`config.mk`:
```
export PLATFORM = sky130hd
export DESIGN_NAME = serial_loopback_switch
export DESIGN_NICKNAME = d
export VERILOG_FILES = /design/src/loopback_pkg.sv /design/src/echo_path.sv /design/src/serial_loopback_switch.sv
export SDC_FILE = /design/constraint.sdc
export NUM_CORES = 1
export LEC_CHECK = 0
export BUFFER_PORTS_ARGS = -buffer_cell sky130_fd_sc_hd__buf_2
export CAP_MARGIN = 20
export CORE_AREA = 2 2 39 41
export CTS_CLUSTER_DIAMETER = 200
export CTS_CLUSTER_SIZE = 8
export DETAILED_ROUTE_END_ITERATION = 12
export DIE_AREA = 0 0 41 43
export SLEW_MARGIN = 20
export SYNTH_ARGS = -nofsm -noshare
export SYNTH_HDL_FRONTEND = slang
export SYNTH_SLANG_ARGS = --single-unit
```
`constraint.sdc`:
```
create_clock -name clk_sys -period 1.51 [get_ports clk_sys]
set_input_delay 0.151 -clock clk_sys [delete_from_list [all_inputs] [get_ports clk_sys]]
set_output_delay 0.151 -clock clk_sys [all_outputs]
set_load 0.03 [all_outputs]
```
`src/loopback_pkg.sv`:
```
/*
 * constants shared by the serial loop-back switch and its echo front end.
 * assumes a single clk_sys domain; all serial lines idle at the mark level.
 */
// Functional notes
// - local loop blocks transmit, ready, request to modem
// - local loop ignores modem receive and status lines
// - local loop routes transmit, ready, request back
// - echo mode retransmits every received character immediately
// - echo mode drives request-to-send low
`default_nettype none
package loopback_pkg;
    // serial data idles at mark; modem controls are active low, inactive high
    localparam logic LINE_MARK     = 1'h1;
    localparam logic CTRL_INACTIVE = 1'h1;
    localparam logic CTRL_ASSERTED = 1'h0;
    // reset values of every registered output
    localparam logic RST_DATA      = LINE_MARK;
    localparam logic RST_CTRL      = CTRL_INACTIVE;
    localparam logic RST_OUT_EN    = 1'h0;
endpackage
`default_nettype wire

```
`src/echo_path.sv`:
```
/*
 * adapter transmit front end: in echo mode the received line is sent
 * straight back out and request-to-send is held asserted.
 * assumes rx_line is already registered in clk_sys.
 */
`default_nettype none
module echo_path (
    input  wire logic echo_mode,   // command echo select
    input  wire logic rx_line,     // receive line as seen by the adapter
    input  wire logic uart_txd,    // adapter serial transmit
    input  wire logic uart_rts_n,  // adapter request to send
    output logic      tx_line,     // transmit line after echo select
    output logic      rts_n        // request to send after echo select
);
    import loopback_pkg::*;

    // bit-level echo: no character buffering, so retransmission is immediate
    assign tx_line = echo_mode ? rx_line : uart_txd;
    assign rts_n   = echo_mode ? CTRL_ASSERTED : uart_rts_n;
endmodule
`default_nettype wire

```
`src/serial_loopback_switch.sv`:
```
/*
 * diagnostic loop-back switch between a serial adapter and a modem.
 * assumes every input is synchronous to clk_sys; outputs are registered,
 * so each path has one cycle of latency, except the echo path, which has two.
 */
`default_nettype none
module serial_loopback_switch (
    input  wire logic clk_sys,           // system clock, 200 MHz
    input  wire logic rst,               // async reset, active high
    input  wire logic clk_en,            // freezes all state while low
    input  wire logic local_loop_enable, // local loop-back enable, high active
    input  wire logic echo_mode,         // adapter echo mode select
    input  wire logic uart_txd,          // adapter transmit data
    input  wire logic uart_dtr_n,        // adapter terminal ready
    input  wire logic uart_rts_n,        // adapter request to send
    output logic      uart_rxd,          // to adapter receive data
    output logic      uart_dcd_n,        // to adapter carrier detect
    output logic      uart_cts_n,        // to adapter clear to send
    output logic      uart_dsr_n,        // to adapter data set ready
    input  wire logic modem_rxd,         // modem receive data
    input  wire logic modem_dcd_n,       // modem carrier detect
    input  wire logic modem_cts_n,       // modem clear to send
    input  wire logic modem_dsr_n,       // modem data set ready
    output logic      modem_txd,         // to modem transmit data
    output logic      modem_dtr_n,       // to modem terminal ready
    output logic      modem_rts_n,       // to modem request to send
    output logic      modem_out_en       // high while driving modem lines
);
    import loopback_pkg::*;

    logic uart_rxd_q, uart_rxd_d;
    logic uart_dcd_n_q, uart_dcd_n_d;
    logic uart_cts_n_q, uart_cts_n_d;
    logic uart_dsr_n_q, uart_dsr_n_d;
    logic modem_txd_q, modem_txd_d;
    logic modem_dtr_n_q, modem_dtr_n_d;
    logic modem_rts_n_q, modem_rts_n_d;
    logic modem_out_en_q, modem_out_en_d;
    wire  tx_src;
    wire  rts_src;

    // echo sees the receive line the adapter sees, so the feed is registered
    echo_path u_echo (
        .echo_mode  (echo_mode),
        .rx_line    (uart_rxd_q),
        .uart_txd   (uart_txd),
        .uart_rts_n (uart_rts_n),
        .tx_line    (tx_src),
        .rts_n      (rts_src)
    );

    // modem side: idle levels and released drivers while looping locally
    assign modem_txd_d    = local_loop_enable ? LINE_MARK : tx_src;
    assign modem_dtr_n_d  = local_loop_enable ? CTRL_INACTIVE : uart_dtr_n;
    assign modem_rts_n_d  = local_loop_enable ? CTRL_INACTIVE : rts_src;
    assign modem_out_en_d = ~local_loop_enable;

    // adapter side: own outputs looped back, modem lines ignored
    assign uart_rxd_d   = local_loop_enable ? tx_src : modem_rxd;
    assign uart_dcd_n_d = local_loop_enable ? uart_dtr_n : modem_dcd_n;
    assign uart_cts_n_d = local_loop_enable ? rts_src : modem_cts_n;
    // no loop source exists for data set ready, so it reads not ready
    assign uart_dsr_n_d = local_loop_enable ? CTRL_INACTIVE : modem_dsr_n;

    always_ff @(posedge clk_sys or posedge rst) begin
        if (rst) begin
            uart_rxd_q     <= RST_DATA;
            uart_dcd_n_q   <= RST_CTRL;
            uart_cts_n_q   <= RST_CTRL;
            uart_dsr_n_q   <= RST_CTRL;
        end else if (clk_en) begin
            uart_rxd_q     <= uart_rxd_d;
            uart_dcd_n_q   <= uart_dcd_n_d;
            uart_cts_n_q   <= uart_cts_n_d;
            uart_dsr_n_q   <= uart_dsr_n_d;
        end
    end

    always_ff @(posedge clk_sys or posedge rst) begin
        if (rst) begin
            modem_txd_q    <= RST_DATA;
            modem_dtr_n_q  <= RST_CTRL;
            modem_rts_n_q  <= RST_CTRL;
            modem_out_en_q <= RST_OUT_EN;
        end else if (clk_en) begin
            modem_txd_q    <= modem_txd_d;
            modem_dtr_n_q  <= modem_dtr_n_d;
            modem_rts_n_q  <= modem_rts_n_d;
            modem_out_en_q <= modem_out_en_d;
        end
    end

    assign uart_rxd     = uart_rxd_q;
    assign uart_dcd_n   = uart_dcd_n_q;
    assign uart_cts_n   = uart_cts_n_q;
    assign uart_dsr_n   = uart_dsr_n_q;
    assign modem_txd    = modem_txd_q;
    assign modem_dtr_n  = modem_dtr_n_q;
    assign modem_rts_n  = modem_rts_n_q;
    assign modem_out_en = modem_out_en_q;
endmodule
`default_nettype wire

```
### Word-level counts from Yosys, hierarchy flattened

Index checks and enable logic that the tools add are counted.

| operators by class | value |
|---|---|
| muxes and demuxes | 9 |
| bitwise gates (word level) | 1 |

Operators with widths:

| operator | count |
|---|---|
| two-way mux 1 bit | 9 |
| inverter 1 bit | 1 |

| storage, ports and cells | value |
|---|---|
| word-level logic and storage cells | 18 |
| output and inout bits | 8 |
| register bits after elaboration | 8 |
| input bits | 12 |

### Logic depth before layout (Yosys ltp)

Gate-level depths: netlist of the first run.

| logic depth | value |
|---|---|
| word-level depth | 2 |
| mapped depth | 3 |

### Modules after synthesis

From an unflattened synthesis of the first run, not the netlist that was laid out.

| unflattened totals | value |
|---|---|
| cells, all modules | 28 |
| area total of the unflattened synthesis | 361.6 um^2 |

Modules (own cells, without submodules):

| module | cells each | area an instance (um^2) | seq. area each (um^2) | times used |
|---|---|---|---|---|
| serial_loopback_switch | 26 | 337.8 | 209.0 | 1 |
| echo_path | 2 | 23.8 | 0.0 | 1 |

### Worst setup path after synthesis of the first run

Ideal clock, no wire load.

| timing path | value |
|---|---|
| path kind | register -> register |
| from | reg uart_rxd_q (netlist: uart_rxd) |
| to | reg modem_txd_q (netlist: modem_txd) |
| data arrival time | 0.845 ns |
| path slack | 0.586 ns |
| setup time | 0.080 ns |
| period minus slack after synthesis | 0.924 ns |
| cell stages (with the launch flop) | 3 |
| path buffers | 0 |
| cells stage by stage | dfstp_2 > mux2_1 > o22a_1 |

| between the ends | value |
|---|---|
| cells in the longest elaborated chain, start to end | 2 |

RTL lines:

| item | line | source |
|---|---|---|
| start, declared | serial_loopback_switch.sv:31 | `logic uart_rxd_q, uart_rxd_d;` |
| start signal, assigned | serial_loopback_switch.sv:72 | `uart_rxd_q <= uart_rxd_d;` |
| two-way mux 1 bit | echo_path.sv:18 | `assign tx_line = echo_mode ? rx_line : uart_txd;` |
| two-way mux 1 bit | serial_loopback_switch.sv:53 | `assign modem_txd_d = local_loop_enable ? LINE_MARK : tx_src;` |
| end signal, assigned | serial_loopback_switch.sv:86 | `modem_txd_q <= modem_txd_d;` |
| end, declared | serial_loopback_switch.sv:35 | `logic modem_txd_q, modem_txd_d;` |

Every way passes these cells.
A chain may end at the register's enable or synchronous reset.

### Final worst setup path of the first run

| timing path | value |
|---|---|
| from | reg modem_txd_q (netlist: modem_txd) |
| to | out modem_txd |

RTL lines:

| item | line | source |
|---|---|---|
| end, declared | serial_loopback_switch.sv:24 | `output logic modem_txd,` |

No word-level cell between the ends.

==> flow_summary.ini, run 1 <==
[sta]
final_hold_viol_count = 0
rsz0062_at_grt = false
tightest_slew_ps = 296.4
fin_crit_ps = 1123
slew_violations = 0
fin_worst_skew_ps = 8.201
finalCritPeriodShare = 0.7438
setup_viol = 0
fin_tns_setup_ps = 0
relSlewSlack = 0.8022
max_freq_mhz = 890.3

[global_routing]
use_met3 = 0.03665
grt_util_met2 = 0.1375
grt_pass1_wl_um = 1283
busiest_layer = met1
grt_overflow = 0
grt_pass1_vias = 303
antenna_found_initial = 0
grt_util_met1 = 0.1595
grt_start_max_net_pins = 14
grt_usage = 0.1095

[cells_and_area]
finalNonFillerCells = 70
stdcell_area_um2 = 515.5
mostFrequentLayoutCells = 19 x buf_2, 7 x dfstp_2, 4 x nor2_1, 3 x o22a_1, 3 x clkbuf_4
areaGrowthSynthToFinish_pct = 37.33
area.sequential_um2 = 209.0
mostFrequentLayoutCell = buf_2
drive_gt1_frac = 0.5556
nFillCells = 150
multi_input_area_um2 = 147.6
nNetsFinal = 67
n_antenna_cell = 0

[critical_path]
cp_max_fo = 2
cp_slowest_cell = dfstp_2
crit_type = register to output port
r2r_start = uart_rxd
crit_start = modem_txd
critPathArrivalTime_ps = 970
crit_buf_inv = 1
cp_top_family = flip-flops
max_stage_delay_ps = 530
cp.required_ps = 1360
endpoint_kind = output port
crit_chain = buf_2
startpoint_type = register

[clock_network]
clkSlewWorstSetupHoldPaths_ps = 60
clkSinkCount = 8
ctsResizeCount = 0
cts_tree = yes
cts_made_buffers = 3
cts_setup_buffers = 0
cts_hold_buf = 1
root_buffer = clkbuf_4
clockBufferDepth = 2
htree_levels = 1
insertion_delay_ps = 260

[floorplanning]
dieArea_um2 = 1763
core.rowCount = 14
core-area_um2 = 1384
die_h_um = 43
initial_core_util = 0.2712
die_w_um = 41
num_io_pins = 20

[synthesis]
syn-num-nets = 43
syn_avg_cell_area_um2 = 12.11
yosysSeqAreaShare = 0.5567
synthCells = 31
ys.warnings.count = 0
synthDistinctLibCells = 18
synth-seq-cells = 8
netlist_area_um2 = 375.4

[run_status]
status = complete, no violations

[detailed_routing]
drt_pass1_iterations = 2
route.detailed.drc = 0
ant_nets = 0
wl_per_cell_um = 10.97
vias = 312
drt_iter0_drc = 3
finalWirelength_um = 768
via_per_inst = 4.457

[placed_design]
dp_cells = 65
place_congestion = 0.5704
port_buffers = 19
dpl.hpwl_um = 579
dpl_cell_area_um2 = 479.2

[pwr]
p_leak_nw = 0.2356
peakVddDrop_v = 0.0003305
pwr_density_cell_nw_per_um2 = 1100

[flow_run]
cap_violations = 0

[min_path]
hold_path.class = input port to register
hp-start = modem_dsr_n
-- cells in the mapped netlist (all sizes together) --
library cell  count  area share
nand4bb           1       0.030
nor2              4       0.040
dfstp             7        0.49
o22a              3       0.070
dfrtp             1       0.067
a21oi             2       0.027
mux2i             1       0.027
a31oi             1       0.017
o221a             1       0.030
nand2b            2       0.053
nor2b             1       0.017
o21ai             1       0.013
mux2              1       0.030
buf               1       0.030
nand3b            1       0.020
inv               2       0.020
a21boi            1       0.020
-- through the flow --
| step | power (mW) | worst slack (ps) | utilization | hold WS (ps) |
|---|---|---|---|---|
| floorplan | 0.3498 | 585.8 | - | -38.35 |
| global placement | 0.3918 | 648.4 | 0.3463 | 109.6 |
| detailed placement | 0.3929 | 636.1 | 0.3463 | 106.8 |
| CTS | 0.5812 | 368.5 | 0.3725 | 113.3 |
| global route | 0.6049 | 337.5 | 0.3725 | 120.6 |
| finish | 0.5670 | 386.8 | 0.3725 | 118.7 |
-- report_power, final --
group	switching (mW)	internal [mW]
logic	0.0807	0.0488
clock network	0.0764	0.101
registers	0.0104	0.249
total	0.167	0.400
-- worst paths after layout --
path	endpoint	slack, ps	cells past startpoint
worst min-delay path	uart_dsr_n	120	2
min in group asynchronous	modem_out_en	370	3
max in group asynchronous	uart_cts_n	850	3
worst max-delay path	modem_txd	390	1
worst min register to register	uart_cts_n	490	2
worst max register to register	modem_txd	650	2
-- area by class of cell --
| type | count | share of cell area |
|---|---|---|
| Inverter | 2 | 0.01456 |
| Timing Repair Buffer | 20 | 0.2039 |
| Multi-Input combinational cell | 20 | 0.2864 |
| Sequential cell | 8 | 0.4053 |
| Tap cell | 16 | 0.03883 |
| Clock buffer | 4 | 0.05097 |
-- logic make-up (layout without fill, tap and decap cells) --
group	Yosys count	count (layout)	synth area share
multiplexers	2	2	0.05667
AO/OA/AOI/OAI	9	9	0.1767
buffers and inverters	3	26	0.05001
flip-flops	8	8	0.5567
AND/OR/NAND/NOR	9	9	0.1600
-- flip-flops by register name, summed over array words and instances, names as in the netlist --
name / cells
uart_dcd_n: 1
modem_dtr_n: 1
modem_out_en: 1
uart_dsr_n: 1
uart_cts_n: 1
modem_rts_n: 1
modem_txd: 1
uart_rxd: 1
-- worst reg2reg max path: cells and delay by family, from the launching register on --
kind	cells	cell delay (ps)
DFF	1	370
AOI/OAI and AO/OA	1	160
muxes	1	280
-- per-layer routing --
metal | vias to the layer above | share of wire
met2 | 16 | 0.41
li1 | 157 | -
met5 | - | 0
met4 | 0 | 0
met1 | 139 | 0.48
met3 | 0 | 0.11
Note: power is estimated with default switching activity, not from simulation.
==> inputs of run 2 (changes only) <==
--- a/config.mk
+++ b/config.mk
@@ -5,6 +5,7 @@
 export SDC_FILE = /design/constraint.sdc
 export NUM_CORES = 1
 export LEC_CHECK = 0
+export ABC_AREA = 1
 export BUFFER_PORTS_ARGS = -buffer_cell sky130_fd_sc_hd__buf_2
 export CAP_MARGIN = 20
 export CORE_AREA = 2 2 39 41
==> constraint.sdc (replaced) <==
create_clock -name clk_sys -period 1.07 [get_ports clk_sys]
set_input_delay 0.107 -clock clk_sys [delete_from_list [all_inputs] [get_ports clk_sys]]
set_output_delay 0.107 -clock clk_sys [all_outputs]
set_load 0.03 [all_outputs]
==> run 2 against run 1 <==
Utilization up 4.0 points. Synthesized cell count rose by 65%. Via count increased by 14%. Non-clock buffer count is the same. Register-to-register slack lost 480 ps. Die area stayed put. Clock power rose by 46%. Highest routed layer is now met4.
==> flow_summary.ini, run 2 <==
[detailed_routing]
wl_per_cell_um = 9.133
drt_pass1_iterations = 2
drt_iter0_drc = 4
via_per_inst = 3.944
finalWirelength_um = 822
ant_nets = 0
route.detailed.drc = 0
vias = 355

[clock_network]
clkSinkCount = 8
cts_made_buffers = 3
clockBufferDepth = 2
cts_setup_buffers = 0
htree_levels = 1
insertion_delay_ps = 250
root_buffer = clkbuf_4
clkSlewWorstSetupHoldPaths_ps = 60
cts_tree = yes

[min_path]
holdPathEnd = uart_dcd_n
hold_depth = 3
hp-start = modem_dcd_n
hold_path.class = input port to register

[cells_and_area]
mostFrequentLayoutCell = nand2_1
nFillCells = 151
post-route-util = 0.4123
nNetsFinal = 87
mostFrequentLayoutCells = 14 x nand2_1, 12 x buf_2, 11 x nor2_1, 7 x inv_1, 7 x dfstp_2
drive_gt1_frac = 0.4730
areaGrowthSynthToFinish_pct = 42.06
n_antenna_cell = 0

[pwr]
peakVddDrop_v = 0.0006087
p_leak_nw = 0.3168
pwr_density_cell_nw_per_um2 = 1475

[synthesis]
synthCells = 51
netlist_top_cells_count = 14 x nand2_1, 11 x nor2_1, 7 x dfstp_2, 7 x inv_1, 4 x nand3_1
synth-main-ff-cell = dfstp_2
yosysMostFrequentCell = nand2_1
yosysSeqAreaShare = 0.5202
synth_top_cell_by_area = dfstp_2
synth_edf_count = 0
yosysTopAreaCellShare = 0.4579
syn_avg_cell_area_um2 = 7.875
ys_async_sr_fraction = 1.000
ys.warnings.count = 0
ys_top_cells_by_area = dfstp_2 46%, nand2_1 13%, nor2_1 10%
synth-seq-cells = 8
syn-num-nets = 63
netlist_area_um2 = 401.6
synthDistinctLibCells = 13

[sta]
max_freq_mhz = 954.4
final_hold_viol_count = 0
rsz0062_at_grt = false
setup_viol = 0
fin_crit_ps = 1048
finalCritPeriodShare = 0.9792
fin_worst_skew_ps = 0.1331
tightest_slew_ps = 308.3
relSlewSlack = 0.7943
slew_violations = 0
fin_tns_setup_ps = 0

[flow_run]
cap_violations = 0

[critical_path]
max_stage_delay_ps = 530
crit_chain = buf_4
cp_slowest_cell = dfstp_2
startpoint_type = register
cp.required_ps = 960
endpoint_kind = output port
crit_type = register to output port
r2r_slack_ps = 170
cp_max_fo = 2
critPathArrivalTime_ps = 940
reg2reg_to = modem_txd
reg2reg_depth = 4
worstSetupPathDepth = 1
cp_top_family = flip-flops
crit_buf_inv = 1
r2r_start = uart_rxd

[placed_design]
place_congestion = 0.6797
port_buffers = 19
dpl.hpwl_um = 628.9

[floorplanning]
die_h_um = 43
core-area_um2 = 1384
die_w_um = 41
initial_core_util = 0.2902
core.rowCount = 14
num_io_pins = 20
dieArea_um2 = 1763

[global_routing]
grt_start_max_net_pins = 9
grt_pass1_wl_um = 1338
grt_overflow = 0
grt_usage = 0.1108
grt_pass1_vias = 349
antenna_found_initial = 0

[run_status]
status = complete, no violations
==> run 2: cell type report <==
type	count	area, µm²	share of cell area
inverters	10	41.29	0.07237
clock buffers	4	26.28	0.04605
multi-input cells	32	140.1	0.2456
repair buffers	20	133.9	0.2346
well taps	16	20.02	0.03509
flip-flops and latches	8	209.0	0.3662
==> run 2: kinds of logic (layout without fill, tap and decap cells) <==
| family | count (synthesis) | after routing | share of synthesized area |
|---|---|---|---|
| simple gates | 31 | 31 | 0.3271 |
| compound gates | 1 | 1 | 0.02181 |
| buf+inv | 11 | 34 | 0.1308 |
| flops | 8 | 8 | 0.5202 |
==> run 2: how the worst max path moves through the flow <==
| stage | from | endpoint |
|---|---|---|
| after floorplan | uart_rxd | modem_txd |
| after global placement | uart_rxd | modem_txd |
| after detailed placement | uart_rxd | modem_txd |
| after CTS | uart_rxd | uart_rxd |
| after global routing | modem_txd | modem_txd |
| final | uart_dsr_n | uart_dsr_n |
==> run 2: layer usage <==
| layer | up-vias | track usage | routed length [µm] |
|---|---|---|---|
| met5 | - | 0 | 0 |
| met2 | 13 | 0.1656 | 365 |
| li1 | 193 | - | - |
| met3 | 2 | 0.01571 | 46 |
| met1 | 147 | 0.1472 | 397 |
| met4 | 0 | 0.06000 | 13 |
==> run 2: worst register-to-register path, cell delays in order (launching register included) <==
cell and delay (ps):
dfstp_2 550, inv_1 40, nand2_1 70, nand2_1 60, a21oi_2 110
==> run 2: what timing repair did <==
action,4_1_cts,5_1_grt
hold buffers,1,0
endpoints found under the setup margin,7,3
hold endpoints to repair,1,0
gates resized for setup,7,3
pin swaps,0,0
==> run 2: power by group <==
part	internal, mW	switching, mW	total, mW
Sequential	0.352	0.0193	0.372
Combinational	0.0841	0.127	0.211
Clock	0.143	0.116	0.259
==> run 2: through the flow <==
| stage | hold slack [ps] | power (mW) | setup slack [ps] | instance area [µm²] | std cells |
|---|---|---|---|---|---|
| floorplan | -82.35 | 0.5036 | 115.5 | 401.6 | 51 |
| global placement | 59.18 | 0.5578 | 232.5 | 505.5 | 85 |
| detailed placement | 69.05 | 0.5610 | 201.4 | 505.5 | 85 |
| CTS | 50.48 | 0.8420 | 6.636 | 559.3 | 90 |
| global route | 69.20 | 0.8812 | 2.006 | 570.5 | 90 |
| finish | 52.53 | 0.8418 | 22.27 | 570.5 | 90 |
==> inputs of run 3 (changes only) <==
--- a/config.mk
+++ b/config.mk
@@ -6,14 +6,15 @@
 export NUM_CORES = 1
 export LEC_CHECK = 0
 export ABC_AREA = 1
-export BUFFER_PORTS_ARGS = -buffer_cell sky130_fd_sc_hd__buf_2
 export CAP_MARGIN = 20
 export CORE_AREA = 2 2 39 41
 export CTS_CLUSTER_DIAMETER = 200
 export CTS_CLUSTER_SIZE = 8
 export DETAILED_ROUTE_END_ITERATION = 12
 export DIE_AREA = 0 0 41 43
+export DONT_BUFFER_PORTS = 1
 export SLEW_MARGIN = 20
 export SYNTH_ARGS = -nofsm -noshare
 export SYNTH_HDL_FRONTEND = slang
+export SYNTH_HIERARCHICAL = 1
 export SYNTH_SLANG_ARGS = --single-unit
==> run 3 against run 2 <==
Count of clock-buffer cells in the layout stayed put. Cell count is 11% lower. Flip-flop and latch count unchanged. Fmax rose by 2.5%. Combinational power is 45% lower. Synthesized cell count increased by 5.9%. Area after synthesis increased by 3.7%. Clock power shrank 5%. Wire length rose by 1.2%.
==> flow_summary.ini, run 3 <==
[run_status]
status = complete, no violations

[synthesis]
syn_avg_cell_area_um2 = 7.716
netlist_top_cells_count = 17 x nand2_1, 10 x inv_1, 8 x nor2_2, 7 x dfstp_2, 5 x nor2_1
synthCells = 54
synthDistinctLibCells = 10
synth-seq-cells = 8
yosysTopAreaCellShare = 0.4414
synth-main-ff-cell = dfstp_2
ys_async_sr_fraction = 1.000
yosysMostFrequentCell = nand2_1
netlist_area_um2 = 416.7
yosysSeqAreaShare = 0.5015
synth_edf_count = 0
synth_top_cell_by_area = dfstp_2
ys_top_cells_by_area = dfstp_2 44%, nand2_1 15%, nor2_2 12%
ys.warnings.count = 6
syn-num-nets = 66

[cells_and_area]
mostFrequentLayoutCells = 17 x nand2_1, 10 x inv_1, 8 x nor2_2, 7 x dfstp_2, 6 x dlygate4sd3_1
drive_gt1_frac = 0.3281
areaGrowthSynthToFinish_pct = 26.43
n_antenna_cell = 0
mostFrequentLayoutCell = nand2_1
nNetsFinal = 77

[detailed_routing]
drt_iter0_drc = 7
dr_wl_met3_um = 76
ant_nets = 0
wl_per_cell_um = 10.40
route.detailed.drc = 0
drt_pass1_iterations = 4
vias = 358
top_layer = met4
wl_met2_um = 365
via_per_inst = 4.475
m1WireLength_um = 374
finalWirelength_um = 832

[critical_path]
critPathArrivalTime_ps = 920
cp.required_ps = 960
reg2reg_depth = 6
max_stage_delay_ps = 530
cp_top_family = flip-flops
reg2reg_to = uart_rxd
cp_slowest_cell = dfstp_2
endpoint_kind = output port
r2r_slack_ps = 120
crit_chain = buf_6
startpoint_type = register
crit_buf_inv = 1
r2r_start = uart_rxd
cp_max_fo = 2
crit_start = uart_rxd
crit_type = register to output port

[pwr]
p_leak_nw = 0.2741
pwr_density_cell_nw_per_um2 = 1493
peakVddDrop_v = 0.0005364

[min_path]
holdPathEnd = uart_dcd_n
hold_depth = 3
hp-start = local_loop_enable
hold_path.class = input port to register

[global_routing]
grt_pass1_vias = 312
antenna_found_initial = 0
grt_overflow = 0
grt_pass1_wl_um = 1193
grt_start_max_net_pins = 9
grt_usage = 0.1066

[sta]
rsz0062_at_grt = false
fin_tns_setup_ps = 0
layout_setup_ws_ps = 47.96
final_hold_viol_count = 0
fin_worst_skew_ps = 0.02137
finalCritPeriodShare = 0.9552
relSlewSlack = 0.7910
max_freq_mhz = 978.4
whs_ps = 8.231
slew_violations = 0
fin_crit_ps = 1022
setup_viol = 0
tightest_slew_ps = 313.4

[floorplanning]
num_io_pins = 20
die_h_um = 43
core-area_um2 = 1384
core.rowCount = 14
die_w_um = 41
dieArea_um2 = 1763
initial_core_util = 0.3011

[placed_design]
place_congestion = 0.6428
dpl.hpwl_um = 603.9
port_buffers = 0
dp_slack_ps = 145.9

[clock_network]
cts_made_buffers = 3
htree_levels = 1
root_buffer = clkbuf_4
clockBufferDepth = 2
insertion_delay_ps = 250
cts_tree = yes
clkSinkCount = 8
clkSlewWorstSetupHoldPaths_ps = 60

[flow_run]
cap_violations = 0
==> run 3: power breakdown <==
group | switching [mW] | internal, mW
Clock | 0.102 | 0.143
Combinational | 0.0646 | 0.0509
Sequential | 0.0711 | 0.355
Total | 0.238 | 0.548
==> run 3: area by class of cell <==
class | count | area [µm²]
clock buffer | 4 | 26.28
tap | 16 | 20.02
sequential | 8 | 209.0
timing repair buffer | 7 | 71.32
fill | 139 | 857.1
multi-input combinational | 34 | 158.9
inverter | 11 | 41.29
==> run 3: cells by family after synthesis <==
logic type | count (synthesis) | share of synthesized area
DFF | 8 | 0.5015
buffers and inverters | 12 | 0.1171
and+or+nand+nor | 34 | 0.3814
==> run 3: worst max-delay path by stage <==
stage / to / depth (start not counted)
final: uart_rxd / 1
after global routing: uart_rxd / 1
after CTS: uart_rxd / 1
after detailed placement: uart_rxd / 6
after global placement: uart_rxd / 6
after floorplan: uart_rxd / 6
==> run 3: stage by stage <==
stage	utilization	instance area, µm²	power [mW]	instances
after global routing	0.3807	526.8	0.8454	80
after CTS	0.3707	513.0	0.7933	79
final	0.3807	526.8	0.7863	80
after global placement	0.3156	436.7	0.5193	70
after floorplan	-	416.7	0.5054	54
after detailed placement	0.3156	436.7	0.5224	70
==> run 3: routing by layer <==
metal / up-vias / GRT usage
li1: 176 / -
met2: 20 / 0.1500
met3: 2 / 0.04188
met5: - / 0
met1: 160 / 0.1133
met4: 0 / 0.1000
==> run 3: what timing repair did <==
| action | CTS | global route |
|---|---|---|
| buffers inserted | 0 | 0 |
| hold buffers | 5 | 1 |
| endpoints found under the setup margin | 0 | 1 |
| hold endpoints to repair | 13 | 3 |
| resized for setup | 0 | 1 |
